## config.mk

```make
export PLATFORM = sky130hd
export DESIGN_NAME = rac_bank
export DESIGN_NICKNAME = d
export VERILOG_FILES = /design/src/verilog/rac_pkg.sv /design/src/verilog/rac_word.sv /design/src/verilog/rac_bank.sv
export SDC_FILE = /design/constraint.sdc
export NUM_CORES = 1
export LEC_CHECK = 0
export ABC_AREA = 0
export BUFFER_PORTS_ARGS = -buffer_cell sky130_fd_sc_hd__clkbuf_2
export CORE_ASPECT_RATIO = 1.2
export CORE_UTILIZATION = 48
export CTS_CLUSTER_DIAMETER = 100
export CTS_CLUSTER_SIZE = 16
export DETAILED_ROUTE_END_ITERATION = 10
export HOLD_SLACK_MARGIN = 0.12
export PLACE_DENSITY = 0.85
export SYNTH_ARGS = -nofsm -noshare
export SYNTH_HDL_FRONTEND = slang
export SYNTH_SLANG_ARGS = --single-unit
```

## constraint.sdc

```tcl
create_clock -name REF_CLK -period 2.9 [get_ports REF_CLK]
set_input_delay 0.58 -clock REF_CLK [delete_from_list [all_inputs] [get_ports REF_CLK]]
set_output_delay 0.58 -clock REF_CLK [all_outputs]
set_load 0.01 [all_outputs]
```

## src/verilog/rac_pkg.sv

```systemverilog
/*
 * rac_pkg: shared constants of the register-access bank: address map,
 * word offsets, per-bit access attribute masks and values after reset.
 * Assumes a 32-bit data word and a 9-bit byte address.
 */
package rac_pkg;

   // ---------------------------------------------------------------
   // widths
   // ---------------------------------------------------------------
   localparam int ADDR_W = 9;
   localparam int DATA_W = 32;

   // ---------------------------------------------------------------
   // address map
   // ---------------------------------------------------------------
   localparam logic [8:0] SYS_REGION_LO = 9'h000;
   localparam logic [8:0] SYS_REGION_HI = 9'h0FF;
   localparam logic [8:0] MAC_REGION_LO = 9'h100;
   localparam logic [8:0] MAC_REGION_HI = 9'h1FC;

   typedef enum logic [1:0] {
      RAC_REGION_NONE,
      RAC_REGION_SYS,
      RAC_REGION_MAC
   } rac_region_t;

   // ---------------------------------------------------------------
   // word offsets
   // ---------------------------------------------------------------
   localparam logic [8:0] SYS_STATUS_OFS = 9'h000;
   localparam logic [8:0] SYS_CTRL_OFS   = 9'h004;
   localparam logic [8:0] SYS_EVENT_OFS  = 9'h008;
   localparam logic [8:0] MAC_CTRL_OFS   = 9'h100;
   localparam logic [8:0] MAC_STATUS_OFS = 9'h104;

   // ---------------------------------------------------------------
   // system status word: ro, clear-on-read, latch high/low, sticky
   // ---------------------------------------------------------------
   localparam logic [31:0] SYS_STATUS_RO    = 32'h0000_00FF;
   localparam logic [31:0] SYS_STATUS_RC    = 32'h0000_0F00;
   localparam logic [31:0] SYS_STATUS_LH    = 32'h0000_F000;
   localparam logic [31:0] SYS_STATUS_LL    = 32'h000F_0000;
   localparam logic [31:0] SYS_STATUS_STKY  = 32'h00F0_0000;
   localparam logic [31:0] SYS_STATUS_RSVD  = 32'hFF00_0000;
   localparam logic [31:0] SYS_STATUS_RST   = 32'h000F_0000;

   // ---------------------------------------------------------------
   // system control word: rw, immune rw, self-clear, set-on-read, wo
   // ---------------------------------------------------------------
   localparam logic [31:0] SYS_CTRL_SOFT_RESET_IMMUNE_ATTR    = 32'h0000_00FF;
   localparam logic [31:0] SYS_CTRL_SC      = 32'h0000_1000;
   localparam logic [31:0] SYS_CTRL_RS      = 32'h0000_2000;
   localparam logic [31:0] SYS_CTRL_WO      = 32'h00FF_0000;
   localparam logic [31:0] SYS_CTRL_RSVD    = 32'hFF00_C000;
   localparam logic [31:0] SYS_CTRL_RST     = 32'h0000_0000;

   // ---------------------------------------------------------------
   // system event word: write-one-clear, write-anything-clear
   // ---------------------------------------------------------------
   localparam logic [31:0] SYS_EVENT_WC     = 32'h0000_FFFF;
   localparam logic [31:0] SYS_EVENT_WAC    = 32'h00FF_0000;
   localparam logic [31:0] SYS_EVENT_RSVD   = 32'hFF00_0000;
   localparam logic [31:0] SYS_EVENT_RST    = 32'h0000_0000;

   // ---------------------------------------------------------------
   // mac control and status words
   // ---------------------------------------------------------------
   localparam logic [31:0] MAC_CTRL_SOFT_RESET_IMMUNE_ATTR    = 32'h0000_FF00;
   localparam logic [31:0] MAC_CTRL_SC      = 32'h0001_0000;
   localparam logic [31:0] MAC_CTRL_RSVD    = 32'hFFFE_0000;
   localparam logic [31:0] MAC_CTRL_RST     = 32'h0000_0000;
   localparam logic [31:0] MAC_STATUS_WC    = 32'h0000_FFFF;
   localparam logic [31:0] MAC_STATUS_STKY  = 32'h000F_0000;
   localparam logic [31:0] MAC_STATUS_RSVD  = 32'hFFF0_0000;
   localparam logic [31:0] MAC_STATUS_RST   = 32'h0000_0000;

   localparam logic [31:0] NO_BITS          = 32'h0000_0000;

endpackage : rac_pkg

```

## src/verilog/rac_word.sv

```systemverilog
/*
 * rac_word: one 32-bit register word whose bits each follow an access
 * attribute chosen by parameter masks.
 * Assumes rd and wr are one-cycle strobes, never both high, on clk.
 */
`timescale 1ns/1ps
`default_nettype none

module rac_word #(
   parameter logic [31:0] RESET_VAL = 32'h0000_0000,
   parameter logic [31:0] RO_MASK   = 32'h0000_0000,
   parameter logic [31:0] RS_MASK   = 32'h0000_0000,
   parameter logic [31:0] WO_MASK   = 32'h0000_0000,
   parameter logic [31:0] WC_MASK   = 32'h0000_0000,
   parameter logic [31:0] WAC_MASK  = 32'h0000_0000,
   parameter logic [31:0] RC_MASK   = 32'h0000_0000,
   parameter logic [31:0] LL_MASK   = 32'h0000_0000,
   parameter logic [31:0] LH_MASK   = 32'h0000_0000,
   parameter logic [31:0] SC_MASK   = 32'h0000_0000,
   parameter logic [31:0] STKY_MASK = 32'h0000_0000,
   parameter logic [31:0] SOFT_RESET_IMMUNE_ATTR_MASK = 32'h0000_0000,
   parameter logic [31:0] RSVD_MASK = 32'h0000_0000
) (
   // clock and resets
   input  wire logic        clk,
   input  wire logic        rst,
   input  wire logic        soft_rst,
   // access strobes
   input  wire logic        rd,
   input  wire logic        wr,
   input  wire logic [31:0] wdata,
   // hardware side
   input  wire logic [31:0] hw_set,
   input  wire logic [31:0] hw_val,
   // results
   output logic      [31:0] q,
   output logic      [31:0] rdata
);

   // ---------------------------------------------------------------
   // state
   // ---------------------------------------------------------------
   typedef struct packed {
      logic [31:0] bits;
      logic [31:0] armed;   // sticky bit read while its cause stood
   } rac_word_state_t;

   rac_word_state_t state;
   rac_word_state_t next_state;

   // per-bit next value by attribute
   always_comb begin
      next_state = state;
      for (int i = 0; i < 32; i++) begin
         if (RSVD_MASK[i]) begin
            next_state.bits[i] = 1'b0;
         end else if (RO_MASK[i]) begin
            next_state.bits[i] = hw_val[i];
         end else if (RC_MASK[i]) begin
            if (hw_set[i]) begin
               next_state.bits[i] = 1'b1;
            end else if (rd) begin
               next_state.bits[i] = 1'b0;
            end
         end else if (LH_MASK[i]) begin
            if (hw_set[i]) begin
               next_state.bits[i] = 1'b1;
            end else if (rd) begin
               next_state.bits[i] = 1'b0;
            end
         end else if (LL_MASK[i]) begin
            if (!hw_val[i]) begin
               next_state.bits[i] = 1'b0;
            end else if (rd) begin
               next_state.bits[i] = 1'b1;
            end
         end else if (STKY_MASK[i]) begin
            if (hw_val[i]) begin
               next_state.bits[i] = 1'b1;
               if (rd && state.bits[i]) begin
                  next_state.armed[i] = 1'b1;
               end
            end else if (rd || state.armed[i]) begin
               next_state.bits[i]  = 1'b0;
               next_state.armed[i] = 1'b0;
            end
         end else if (WC_MASK[i]) begin
            if (hw_set[i]) begin
               next_state.bits[i] = 1'b1;
            end else if (wr && wdata[i]) begin
               next_state.bits[i] = 1'b0;
            end
         end else if (WAC_MASK[i]) begin
            if (hw_set[i]) begin
               next_state.bits[i] = 1'b1;
            end else if (wr) begin
               next_state.bits[i] = 1'b0;
            end
         end else if (SC_MASK[i]) begin
            if (wr && wdata[i]) begin
               next_state.bits[i] = 1'b1;
            end else begin
               next_state.bits[i] = 1'b0;
            end
         end else if (RS_MASK[i]) begin
            if (rd) begin
               next_state.bits[i] = 1'b1;
            end else if (wr) begin
               next_state.bits[i] = wdata[i];
            end
         end else if (wr) begin
            next_state.bits[i] = wdata[i];
         end
      end
      if (soft_rst) begin
         next_state.bits  = (next_state.bits & SOFT_RESET_IMMUNE_ATTR_MASK) | (RESET_VAL & ~SOFT_RESET_IMMUNE_ATTR_MASK);
         next_state.armed = next_state.armed & SOFT_RESET_IMMUNE_ATTR_MASK;
      end
   end

   // state register, hardware reset only
   always_ff @(posedge clk) begin
      if (rst) begin
         state <= '{bits: RESET_VAL, armed: 32'h0000_0000};
      end else begin
         state <= next_state;
      end
   end

   // outputs
   assign q = state.bits;
   assign rdata = state.bits & ~(WO_MASK | RSVD_MASK);

endmodule : rac_word

`default_nettype wire

```

## src/verilog/rac_bank.sv

```systemverilog
/*
 * rac_bank: register bank with per-bit access attributes and the
 * top-level decode into the system and mac regions.
 * Assumes all inputs come from logic on REF_CLK; one access per request.
 */
`timescale 1ns/1ps
`default_nettype none

module rac_bank (
   // clock and resets
   input  wire logic        REF_CLK,
   input  wire logic        RST,
   input  wire logic        SOFT_RST,
   // access port
   input  wire logic        ACC_REQ,
   input  wire logic        ACC_WR,
   input  wire logic [8:0]  ACC_ADDR,
   input  wire logic [31:0] ACC_WDATA,
   output logic             ACC_ACK,
   output logic      [31:0] ACC_RDATA,
   // hardware status sources
   input  wire logic [31:0] SYS_STAT_VAL,
   input  wire logic [31:0] SYS_STAT_SET,
   input  wire logic [31:0] SYS_EVT_SET,
   input  wire logic [31:0] MAC_STAT_VAL,
   input  wire logic [31:0] MAC_STAT_SET,
   // control outputs
   output logic      [31:0] SYS_CTRL_Q,
   output logic      [31:0] MAC_CTRL_Q
);

   // ---------------------------------------------------------------
   // decode helpers
   // ---------------------------------------------------------------
   // region of a byte address
   function automatic rac_pkg::rac_region_t region_of(input logic [8:0] a);
      if (a >= rac_pkg::SYS_REGION_LO && a <= rac_pkg::SYS_REGION_HI) begin
         return rac_pkg::RAC_REGION_SYS;
      end else if (a >= rac_pkg::MAC_REGION_LO && a <= rac_pkg::MAC_REGION_HI) begin
         return rac_pkg::RAC_REGION_MAC;
      end else begin
         return rac_pkg::RAC_REGION_NONE;
      end
   endfunction : region_of

   // word hit: right region and aligned offset match
   function automatic logic word_hit(input logic [8:0] a, input logic [8:0] ofs,
                                     input rac_pkg::rac_region_t rg);
      return (region_of(a) == rg) && (a == ofs);
   endfunction : word_hit

   // ---------------------------------------------------------------
   // strobes
   // ---------------------------------------------------------------
   logic        acc_rd;
   logic        acc_wr;
   logic        hit_sys_status;
   logic        hit_sys_ctrl;
   logic        hit_sys_event;
   logic        hit_mac_ctrl;
   logic        hit_mac_status;
   logic [31:0] rd_sys_status;
   logic [31:0] rd_sys_ctrl;
   logic [31:0] rd_sys_event;
   logic [31:0] rd_mac_ctrl;
   logic [31:0] rd_mac_status;
   logic [31:0] mac_ctrl_q;
   logic [31:0] sys_ctrl_q;

   // request split and word selects
   assign acc_rd         = ACC_REQ & ~ACC_WR;
   assign acc_wr         = ACC_REQ & ACC_WR;
   assign hit_sys_status = word_hit(ACC_ADDR, rac_pkg::SYS_STATUS_OFS, rac_pkg::RAC_REGION_SYS);
   assign hit_sys_ctrl   = word_hit(ACC_ADDR, rac_pkg::SYS_CTRL_OFS, rac_pkg::RAC_REGION_SYS);
   assign hit_sys_event  = word_hit(ACC_ADDR, rac_pkg::SYS_EVENT_OFS, rac_pkg::RAC_REGION_SYS);
   assign hit_mac_ctrl   = word_hit(ACC_ADDR, rac_pkg::MAC_CTRL_OFS, rac_pkg::RAC_REGION_MAC);
   assign hit_mac_status = word_hit(ACC_ADDR, rac_pkg::MAC_STATUS_OFS, rac_pkg::RAC_REGION_MAC);

   // ---------------------------------------------------------------
   // register words
   // ---------------------------------------------------------------
   // system status: ro, clear-on-read, latches, sticky
   rac_word #(
      .RESET_VAL (rac_pkg::SYS_STATUS_RST),
      .RO_MASK   (rac_pkg::SYS_STATUS_RO),
      .RC_MASK   (rac_pkg::SYS_STATUS_RC),
      .LH_MASK   (rac_pkg::SYS_STATUS_LH),
      .LL_MASK   (rac_pkg::SYS_STATUS_LL),
      .STKY_MASK (rac_pkg::SYS_STATUS_STKY),
      .RSVD_MASK (rac_pkg::SYS_STATUS_RSVD)
   ) u_sys_status (
      .clk      (REF_CLK),
      .rst      (RST),
      .soft_rst (SOFT_RST),
      .rd       (acc_rd & hit_sys_status),
      .wr       (acc_wr & hit_sys_status),
      .wdata    (ACC_WDATA),
      .hw_set   (SYS_STAT_SET),
      .hw_val   (SYS_STAT_VAL),
      .q        (),
      .rdata    (rd_sys_status)
   );

   // system control: rw, immune, self-clear, set-on-read, write-only
   rac_word #(
      .RESET_VAL (rac_pkg::SYS_CTRL_RST),
      .SOFT_RESET_IMMUNE_ATTR_MASK (rac_pkg::SYS_CTRL_SOFT_RESET_IMMUNE_ATTR),
      .SC_MASK   (rac_pkg::SYS_CTRL_SC),
      .RS_MASK   (rac_pkg::SYS_CTRL_RS),
      .WO_MASK   (rac_pkg::SYS_CTRL_WO),
      .RSVD_MASK (rac_pkg::SYS_CTRL_RSVD)
   ) u_sys_ctrl (
      .clk      (REF_CLK),
      .rst      (RST),
      .soft_rst (SOFT_RST),
      .rd       (acc_rd & hit_sys_ctrl),
      .wr       (acc_wr & hit_sys_ctrl),
      .wdata    (ACC_WDATA),
      .hw_set   (rac_pkg::NO_BITS),
      .hw_val   (rac_pkg::NO_BITS),
      .q        (sys_ctrl_q),
      .rdata    (rd_sys_ctrl)
   );

   // system events: write-one-clear, write-any-clear
   rac_word #(
      .RESET_VAL (rac_pkg::SYS_EVENT_RST),
      .WC_MASK   (rac_pkg::SYS_EVENT_WC),
      .WAC_MASK  (rac_pkg::SYS_EVENT_WAC),
      .RSVD_MASK (rac_pkg::SYS_EVENT_RSVD)
   ) u_sys_event (
      .clk      (REF_CLK),
      .rst      (RST),
      .soft_rst (SOFT_RST),
      .rd       (acc_rd & hit_sys_event),
      .wr       (acc_wr & hit_sys_event),
      .wdata    (ACC_WDATA),
      .hw_set   (SYS_EVT_SET),
      .hw_val   (rac_pkg::NO_BITS),
      .q        (),
      .rdata    (rd_sys_event)
   );

   // mac control: rw, immune bits 15:8, self-clear
   rac_word #(
      .RESET_VAL (rac_pkg::MAC_CTRL_RST),
      .SOFT_RESET_IMMUNE_ATTR_MASK (rac_pkg::MAC_CTRL_SOFT_RESET_IMMUNE_ATTR),
      .SC_MASK   (rac_pkg::MAC_CTRL_SC),
      .RSVD_MASK (rac_pkg::MAC_CTRL_RSVD)
   ) u_mac_ctrl (
      .clk      (REF_CLK),
      .rst      (RST),
      .soft_rst (SOFT_RST),
      .rd       (acc_rd & hit_mac_ctrl),
      .wr       (acc_wr & hit_mac_ctrl),
      .wdata    (ACC_WDATA),
      .hw_set   (rac_pkg::NO_BITS),
      .hw_val   (rac_pkg::NO_BITS),
      .q        (mac_ctrl_q),
      .rdata    (rd_mac_ctrl)
   );

   // mac status: write-one-clear, sticky
   rac_word #(
      .RESET_VAL (rac_pkg::MAC_STATUS_RST),
      .WC_MASK   (rac_pkg::MAC_STATUS_WC),
      .STKY_MASK (rac_pkg::MAC_STATUS_STKY),
      .RSVD_MASK (rac_pkg::MAC_STATUS_RSVD)
   ) u_mac_status (
      .clk      (REF_CLK),
      .rst      (RST),
      .soft_rst (SOFT_RST),
      .rd       (acc_rd & hit_mac_status),
      .wr       (acc_wr & hit_mac_status),
      .wdata    (ACC_WDATA),
      .hw_set   (MAC_STAT_SET),
      .hw_val   (MAC_STAT_VAL),
      .q        (),
      .rdata    (rd_mac_status)
   );

   // ---------------------------------------------------------------
   // answer path
   // ---------------------------------------------------------------
   typedef struct packed {
      logic        ack;
      logic [31:0] rdata;
      logic [31:0] sys_ctrl;
      logic [31:0] mac_ctrl;
   } rac_bank_state_t;

   rac_bank_state_t state;
   rac_bank_state_t next_state;

   // read mux and acknowledge
   always_comb begin
      next_state          = state;
      next_state.ack      = ACC_REQ;
      next_state.sys_ctrl = sys_ctrl_q;
      next_state.mac_ctrl = mac_ctrl_q;
      if (acc_rd) begin
         unique case (1'b1)
            hit_sys_status: next_state.rdata = rd_sys_status;
            hit_sys_ctrl:   next_state.rdata = rd_sys_ctrl;
            hit_sys_event:  next_state.rdata = rd_sys_event;
            hit_mac_ctrl:   next_state.rdata = rd_mac_ctrl;
            hit_mac_status: next_state.rdata = rd_mac_status;
            default:        next_state.rdata = 32'h0000_0000;
         endcase
      end
   end

   // answer register
   always_ff @(posedge REF_CLK) begin
      if (RST) begin
         state <= '{ack: 1'b0, rdata: 32'h0000_0000,
                    sys_ctrl: rac_pkg::SYS_CTRL_RST, mac_ctrl: rac_pkg::MAC_CTRL_RST};
      end else begin
         state <= next_state;
      end
   end

   // outputs straight from flops
   assign ACC_ACK    = state.ack;
   assign ACC_RDATA  = state.rdata;
   assign SYS_CTRL_Q = state.sys_ctrl;
   assign MAC_CTRL_Q = state.mac_ctrl;

endmodule : rac_bank

`default_nettype wire

```

# Yosys cells after proc, flatten, opt, wreduce, memory -nomap -nowiden

Cells that the tools add are included.

Logic and storage cells: 378
Output and inout port bits: 97
Input port bits: 206
Bits in registers: 237

Order comparisons: 4
Reduce and logical (&&, ||, !) cells: 124
Equality and inequality tests: 18
Multiplexer cells: 142
Bitwise logic cells: 10

Operator list:

| kind                                                                                | number |
|---|---|
| 1-bit two-way mux                                                                   | 139 |
| 24-bit case mux with 5 select lines                                                 | 1 |
| 2-bit nonzero test                                                                  | 57 |
| 1-bit logical AND                                                                   | 49 |
| 2-bit by 1-bit != test with 1-bit output, second input constant                     | 12 |
| 9-bit equality test, second input constant                                          | 2 |
| 2-bit AND reduction                                                                 | 8 |
| 1-bit AND                                                                           | 9 |
| 9-bit by 3-bit equality test with 1-bit output, second input constant               | 1 |
| 9-bit by 4-bit equality test with 1-bit output, second input constant               | 1 |
| 9-bit by 1-bit greater-or-equal comparator with 1-bit output, second input constant | 1 |
| 9-bit greater-or-equal comparator, second input constant                            | 1 |
| 9-bit by 8-bit <= comparator with 1-bit output, second input constant               | 1 |
| 9-bit <= comparator, second input constant                                          | 1 |
| 9-bit zero test                                                                     | 1 |
| 1-bit logical OR                                                                    | 8 |
| 2-bit two-way mux                                                                   | 2 |
| 2-bit by 1-bit equality test with 1-bit output, second input constant               | 1 |
| 2-bit equality test, second input constant                                          | 1 |
| 2-bit OR reduction                                                                  | 1 |
| 1-bit inverter                                                                      | 1 |

# Longest topological paths before layout

Gate-level depths: netlist (run 1).

Depth in word-level cells: 10
Depth in mapped cells: 6
Gate-level depth less buffers: 3

# Modules after synthesis

A second synthesis (run 1) with hierarchy kept.

Cells, all modules: 1045
Area total of the unflattened synthesis: 10239.8 um^2

Modules (own cells, without submodules):

| module                   | area each (um^2) | seq. area each (um^2) | times used | cells each |
|---|---|---|---|---|
| rac_bank                 | 4179.0           | 1941.9                | 1          | 417 |
| rac_word at u_sys_status | 1415.1           | 560.5                 | 1          | 147 |
| rac_word at u_mac_status | 1357.6           | 480.5                 | 1          | 142 |
| rac_word at u_sys_event  | 1188.6           | 480.5                 | 1          | 118 |
| rac_word at u_sys_ctrl   | 1123.6           | 440.4                 | 1          | 117 |
| rac_word at u_mac_ctrl   | 975.9            | 340.3                 | 1          | 104 |

# Worst setup path before layout (run 1)

Ideal clock, no wire load.

Kind: input to register
Start point: in ACC_ADDR[7]
End point: reg u_mac_ctrl.state (netlist bit u_mac_ctrl.q[15])
Arrival: 2.219 ns
Stages on the path: 5
Path buffers: 2
Data required time: 2.779 ns
Setup time: 0.121 ns
Setup slack: 0.560 ns
Path through: or4_4 -> buf_6 -> nor4_4 -> buf_6 -> mux2_4

Cells in the longest elaborated chain, start to end: 8
Elaborated cells on any way between the ends: 13
Those cells by class: order compare (4); eq/ne (2); mux (3); bitwise (1); reduce/logical (3)

RTL lines:

| element                                                                         | RTL line        | source |
|---|---|---|
| start, declared                                                                 | rac_bank.sv:17  | `input wire logic [8:0] ACC_ADDR,` |
| 9-bit greater-or-equal comparator / 9-bit <= comparator (equally long branches) | rac_bank.sv:39  | `end else if (a >= rac_pkg::MAC_REGION_LO && a <= rac_pkg::MAC_REGION_HI) begin` |
| 1-bit logical AND                                                               | rac_bank.sv:39  |  |
| 2-bit two-way mux                                                               | rac_bank.sv:39  |  |
| 2-bit two-way mux                                                               | rac_bank.sv:37  | `if (a >= rac_pkg::SYS_REGION_LO && a <= rac_pkg::SYS_REGION_HI) begin` |
| 2-bit equality test                                                             | rac_bank.sv:49  | `return (region_of(a) == rg) && (a == ofs);` |
| 1-bit logical AND *                                                             | rac_bank.sv:49  |  |
| 1-bit AND *                                                                     | rac_bank.sv:155 | `.wr (acc_wr & hit_mac_ctrl),` |
| 1-bit two-way mux *                                                             | rac_word.sv:111 | `end else if (wr) begin` |
| end signal, assigned                                                            | rac_word.sv:124 | `state <= '{bits: RESET_VAL, armed: 32'h0000_0000};` |
| end signal, assigned                                                            | rac_word.sv:126 | `state <= next_state;` |
| end, declared                                                                   | rac_word.sv:48  | `rac_word_state_t state;` |

Every way passes the cells marked *; elsewhere a longest branch is shown, timed or not.
A chain may end at the register's enable or synchronous reset.

# Worst setup path in the final report (run 1)

Start point: in ACC_ADDR[7]
End point: reg u_sys_ctrl.state (netlist bit u_sys_ctrl.q[0])

Cells in the longest elaborated chain, start to end: 8
Elaborated cells on any way between the ends: 13
Those cells by class: order compare (4); eq/ne (2); mux (3); bitwise (1); reduce/logical (3)

RTL lines:

| element                                                                         | RTL line        | source |
|---|---|---|
| 9-bit greater-or-equal comparator / 9-bit <= comparator (equally long branches) | rac_bank.sv:39  |  |
| 1-bit logical AND                                                               | rac_bank.sv:39  |  |
| 2-bit two-way mux                                                               | rac_bank.sv:39  |  |
| 2-bit two-way mux                                                               | rac_bank.sv:37  |  |
| 2-bit by 1-bit equality test with 1-bit output                                  | rac_bank.sv:49  |  |
| 1-bit logical AND *                                                             | rac_bank.sv:49  |  |
| 1-bit AND *                                                                     | rac_bank.sv:117 | `.wr (acc_wr & hit_sys_ctrl),` |
| 1-bit two-way mux *                                                             | rac_word.sv:111 |  |
| end signal, assigned                                                            | rac_word.sv:124 |  |
| end signal, assigned                                                            | rac_word.sv:126 |  |
| end, declared                                                                   | rac_word.sv:48  |  |

Marks and branches as above.

==> results of run 1 <==
-- cells by family after synthesis --
group | Yosys count | share of synthesized area, %
AO/OA/AOI/OAI | 187 | 15.97
buffers and inverters | 129 | 8.552
flip-flops | 179 | 48.60
multiplexers | 73 | 10.64
other | 1 | 0.05086
AND/OR/NAND/NOR | 217 | 16.19
-- through the flow --
step,hold WS (ns),cells
3_5_place_dp,0.4455,1130
2_1_floorplan,0.4302,818
5_1_grt,0.3390,1162
3_3_place_gp,0.4381,1130
6_report,0.3371,1162
4_1_cts,0.3230,1162
-- worst max-delay path, delay by kind of cell --
family | cells | cell delay (ns)
multiplexers | 1 | 0.36
buffers and inverters | 2 | 0.33
AND/OR/NAND/NOR | 2 | 0.97
-- final cells by class --
cell class                 instances  share of cell area, %
clock inverter                    11                  1.313
sequential                       179                  40.02
clock buffer                      21                  5.254
timing repair buffer             195                  11.90
tap                              204                  2.850
inverter                          42                  1.761
multi-input combinational        510                  36.90
-- synthesized netlist by cell type, types with 2 or more instances --
library cell  instances  area share [%]
nor2_1               20             1.0
a21oi_1              39             2.6
nor2b_1              67             5.7
a31oi_1              16             1.4
nor3_2                2            0.27
nand2_1              63             3.2
a211oi_1             15             1.5
a41oi_1              17             2.0
clkbuf_1             40             2.0
or4_1                 2            0.20
a22oi_1               3            0.31
nand4_1               9            0.76
or2_2                 3            0.25
a221oi_1              3            0.36
mux2_2               39             6.0
nand3_1               9            0.61
buf_4                33             3.4
a311oi_1              4            0.48
buf_6                 2            0.31
a32oi_1              10             1.2
o32a_1                3            0.41
o21ai_0              68             4.6
nor3_1               13            0.88
o22a_1                3            0.36
buf_1                 6            0.31
nand2b_1              3            0.25
nand3b_1              8            0.81
o2bb2ai_1             4            0.48
and2_1                8            0.68
and3_1                2            0.17
mux2i_1              33             4.5
inv_1                42             2.1
dfxtp_1             179              49
buf_2                 6            0.41
-- state kept, by name, indices dropped and copies added, names as in the netlist --
| signal | cells |
|---|---|
| u_sys_status.state | 4 |
| u_mac_status.q | 20 |
| SYS_CTRL_Q | 22 |
| u_sys_status.q | 24 |
| u_sys_event.q | 24 |
| ACC_RDATA | 24 |
| MAC_CTRL_Q | 17 |
| u_mac_status.state | 4 |
| u_mac_ctrl.q | 17 |
| ACC_ACK | 1 |
| u_sys_ctrl.q | 22 |
-- metal layers --
layer / global-route usage (%) / up-vias / share of wire (%)
met3: 6.159 / 29 / 6.1
met4: 10.39 / 0 / 1.8
met5: 0 / - / 0
met2: 42.37 / 233 / 50
met1: 30.49 / 2873 / 42
li1: - / 3017 / -
-- power groups by stage --
stage	Combinational, mW	Sequential (mW)	Clock (mW)
final	0.421	2.54	2.27
after global routing	0.463	2.55	2.42
after CTS	0.419	2.54	2.31
after detailed placement	0.416	2.60	0
after global placement	0.406	2.60	0
after floorplan	0.265	2.59	0
-- final timing paths --
path                                          end  cells after the start  slack (ns)        startpoint
worst max-delay path              u_sys_ctrl.q[0]                      5        0.95       ACC_ADDR[7]
worst min-delay path            u_sys_event.q[19]                      3        0.34   SYS_EVT_SET[19]
worst max register to register       ACC_RDATA[1]                      3        1.84   u_mac_ctrl.q[1]
worst min register to register   u_sys_ctrl.q[23]                      2        0.45  u_sys_ctrl.q[23]
==> out/metrics.yaml, run 1 <==
status:
  status: "finished clean"
clock_tree:
  cts_sinks: 179
  cts_setup_buffers: 0
  cts_buffers: 17
  insertion_delay_ns: 0.43
  htree_levels: 4
  cts_resized: 0
  clk_pin_slew_ns: 0.07
  cts_tree: "built"
  hold_buffers: 0
  clockBufferDepth: 2
  cts-root-buf: "clkbuf_16"
setup_path:
  crit_chain: "clkbuf_2, or4_4, nor4b_4, buf_12, mux2_2"
  start_kind: "input port"
  required_ns: 3.22
  worst-path-max-fanout: 22
  critPathSlowestCell: "or4_4"
  slowest_delay_ns: 0.63
  end_kind: "flop"
  path_class: "input port to flop"
  cp.arrival_ns: 2.26
placed_design:
  portBuffers: 169
  post-place-ws_ns: 0.5161
  gp_congestion: 0.8290
  placed_cell_area_um2: 8367
  dpl.hpwl_mm: 13.48
routing:
  final_antenna_net_count: 0
  wirelength_mm: 19.22
  firstDrtPassIters: 5
  num_vias: 6152
  drcViolationCount: 0
  drtIter0Drc: 408
  wire_per_inst_um: 16.54
  via_per_inst: 5.294
power_and_ir_drop:
  ir_drop_mv: 0.3506
  p_seq_share_pct: 48.6
  p_sw_share_pct: 24.60
  power_frac_comb_pct: 8.0
  total_power_mw: 5.238
  p_leak_nw: 3.840
  p_clk_share_pct: 43.4
  p_per_area_nw_per_um2: 585.0
  switching_power_mw: 1.288
  internal-power_mw: 3.950
die:
  die_h_um: 137.8
  core_um2: 15020
  die_width_um: 115.1
  start_util_pct: 49.09
  io_pins: 303
  dieArea_um2: 15860
  rows: 49
finish:
  fillers: 1250
  post-route-util_pct: 59.62
  nNetsFinal: 1151
  drive_gt1_share_pct: 29.12
  antenna_cells: 0
  final_cell_mix: "179 x dfxtp_1, 169 x clkbuf_2, 68 x o21ai_0, 66 x nor2b_1, 63 x nand2_1"
  syn2layout_area_growth_pct: 21.45
  final_common_cell: "dfxtp_1"
  stdcell_area_um2: 8955
  multi_input_comb_area_um2: 3304
  regArea_um2: 3583
sta:
  finClkSkew_ns: 0.006634
  drv_slew: 0
  final.setup.tns_ns: 0
  hold_viol_final: 0
  finalSetupViolCount: 0
  fin_crit_sh_pct: 67.12
  maxSlewHeadroom_pct: 45.31
  postLayoutSetupSlackWorst_ns: 0.9536
  rsz0062_at_grt: "false"
  clock.fmax_ghz: 0.5138
  period_minus_slack_ns: 1.946
  worst_pin_slew_ns: 0.8187
logic_synthesis:
  avgSynthCellArea_um2: 9.381
  synth_area_um2: 7373
  ys_seq_area_share_pct: 48.60
  synth_edf_count: 0
  async_reset_ff_share_pct: 0
  synth_ff_type: "dfxtp_1"
  synth.distinct_cells: 46
  synthCells: 786
  synth-seq-cells: 179
  yosys_warnings: 0
hold_path:
  worstHoldPathType: "input port to flop"
run:
  maxCapViolCount: 0
global_routing:
  grt_first_pass_wirelength_mm: 29.87
  gr-total-overflow: 0
  grtUsageTotal_pct: 25.11
  grt_max_degree: 92
  grt_antenna_before_repair: 0
  grt_pass1_vias: 5774
No activity file was read; power rests on OpenSTA's default activity.
==> run 2: changes to the inputs <==
Settings changed: CORE_UTILIZATION 48 to 44, PLACE_DENSITY 0.85 to 0.82.
Clock period 2.9 ns to 1.7 ns, I/O delays scaled along.
==> run 2 against run 1 <==
Sequential power is 71% higher. Largest power group unchanged. Clock power up 81%. Global-route usage down 1.4 points. Register-to-register slack worse by 1.2 ns. Cell count rose by 4.2%. Utilization decreased by 1.7 points. Critical path depth rose by 1. Power is 76% higher. Routed wire length grew 4.7%. Critical endpoint is now u_sys_event.q[21].
==> out/metrics.yaml, run 2 (synthesis results as in run 1) <==
status:
  status: "finished clean"
global_routing:
  busiest_layer: "met2"
  grtUsageMet2_pct: 41.41  # -0.96 points
  met3_usage_pct: 4.960  # -1.2 points
  grt_first_pass_wirelength_mm: 31.19  # +4.4%
  grtUsageMet1_pct: 28.24  # -2.2 points
  grt_max_degree: 86  # -6.5%
  grt_pass1_vias: 6137  # +6.3%
  grt_antenna_before_repair: 0  # unchanged
  grtUsageTotal_pct: 23.68  # -1.4 points
  gr-total-overflow: 0  # unchanged
routing:
  final_antenna_net_count: 0  # unchanged
  via_per_inst: 5.287  # -0.13%
  num_vias: 6403  # +4.1%
  firstDrtPassIters: 5  # unchanged
  drtIter0Drc: 443  # +8.6%
  wire_per_inst_um: 16.61  # +0.45%
  wirelength_mm: 20.12  # +4.7%
  drcViolationCount: 0  # unchanged
power_and_ir_drop:
  p_per_area_nw_per_um2: 977.0  # +67%
  ir_drop_mv: 0.8071  # +130%
  p_sw_share_pct: 24.23  # -0.36 points
  p_seq_share_pct: 47.0  # -1.6 points
  total_power_mw: 9.245  # +76%
  power_frac_comb_pct: 8.7  # +0.7 points
  p_leak_nw: 4.078  # +6.2%
  p_clk_share_pct: 44.4  # +1.0 points
  switching_power_mw: 2.240  # +74%
  internal-power_mw: 7.005  # +77%
sta:
  fin_crit_sh_pct: 92.21
  clock.fmax_ghz: 0.6379
  final.setup.tns_ns: 0  # unchanged
  period_minus_slack_ns: 1.568
  rsz0062_at_grt: "false"
  hold_slack_ns: 0.1324  # -0.2048 ns
  hold_viol_final: 0  # unchanged
  finClkSkew_ns: 0.009242  # +0.002608 ns
  finalSetupViolCount: 0  # unchanged
  drv_slew: 0  # unchanged
clock_tree:
  clockBufferDepth: 2  # unchanged
  cts_sinks: 179  # unchanged
  cts_setup_buffers: 0  # unchanged
  insertion_delay_ns: 0.43  # about the same
  clk_pin_slew_ns: 0.07  # about the same
  cts_tree: "built"
  cts-root-buf: "clkbuf_16"
  htree_levels: 4  # unchanged
  cts_buffers: 17  # unchanged
setup_path:
  crit_chain: "clkbuf_2, or4_4, buf_4, nor4_4, buf_4, o21ai_0"
  worst_path_dominant_cell_family: "simple AND/OR/NAND/NOR gates"
  required_ns: 2.01  # -1.21 ns
  critPathSlowestCell: "or4_4"
  cp.arrival_ns: 1.88  # -0.38 ns
  path_class: "input port to flop"
  cp_num_buf_inv: 3  # +1
  start_kind: "input port"
  crit_path_frequent_cell: "buf_4"
  end_kind: "flop"
  slowest_delay_ns: 0.60  # -0.03 ns
  worst-path-max-fanout: 8  # -64%
finish:
  stdcell_area_um2: 9463  # +5.7%
  nNetsFinal: 1192  # +3.6%
  final_common_cell: "dfxtp_1"
  drive_gt1_share_pct: 30.53  # +1.4 points
  final_cell_mix: "179 x dfxtp_1, 169 x clkbuf_2, 67 x nor2b_1, 66 x o21ai_0, 63 x nand2_1"
  antenna_cells: 0  # unchanged
  post-route-util_pct: 57.93  # -1.7 points
  syn2layout_area_growth_pct: 28.34
die:
  rows: 51  # +4.1%
  start_util_pct: 45.14  # -4.0 points
  io_pins: 303  # unchanged
  die_h_um: 143.8  # +4.4%
  core_um2: 16340  # +8.8%
  dieArea_um2: 17280  # +8.9%
  die_width_um: 120.2  # +4.4%
placed_design:
  placed_cell_area_um2: 8690  # +3.9%
  dpl.hpwl_mm: 14.60  # +8.3%
  portBuffers: 169  # unchanged
  gp_congestion: 0.8351  # +0.74%
run:
  maxCapViolCount: 0  # unchanged
hold_path:
  worstHoldPathType: "input port to flop"
run 2: worst paths after layout:
path | from | to | slack, ns | depth (start not counted)
setup / recovery | ACC_ADDR[7] | u_sys_event.q[21] | 0.13 | 6
hold / removal | ACC_WDATA[22] | u_sys_ctrl.q[22] | 0.13 | 3
setup reg to reg | u_mac_ctrl.q[1] | ACC_RDATA[1] | 0.65 | 3
hold reg to reg | u_sys_ctrl.q[16] | u_sys_ctrl.q[16] | 0.46 | 2
run 2: stage by stage:
step | setup WS [ns] | cells
finish | 0.1324 | 1211
global route | 0.06462 | 1211
CTS | 0.1467 | 1211
detailed placement | -0.3059 | 1163
global placement | -0.2848 | 1163
floorplan | -0.2849 | 818
run 2: area by class of cell:
class | instances | area [µm²]
well taps | 212 | 265.3
multi-input cells | 510 | 3329
repair buffers | 236 | 1514
fillers | 1468 | 6873
clock buffers | 18 | 439.2
flip-flops and latches | 179 | 3583
clock inverters | 14 | 173.9
inverters | 42 | 157.7
run 2: worst min-delay path: stages:
cell and delay [ns]:
clkbuf_2 0.08, nand2_1 0.04, mux2i_1 0.06
run 2: per-layer routing:
metal / wire (µm) / part of all wire [%]
met1: 8312 / 41
met2: 10020 / 50
met3: 1386 / 6.9
met4: 403 / 2.0
met5: 0 / 0
run 2: power by group through the flow:
| stage | Sequential (mW) | Clock, mW | Combinational (mW) |
|---|---|---|---|
| floorplan | 4.42 | 0 | 0.454 |
| global placement | 4.43 | 0 | 0.740 |
| detailed placement | 4.43 | 0 | 0.758 |
| CTS | 4.34 | 4.14 | 0.793 |
| global route | 4.35 | 4.33 | 0.874 |
| finish | 4.34 | 4.10 | 0.800 |
run 2: timing repair:
| item | CTS | global route |
|---|---|---|
| resized for setup | 0 | 0 |
| hold buffers | 16 | 0 |
| endpoints found under the hold margin | 16 | 0 |
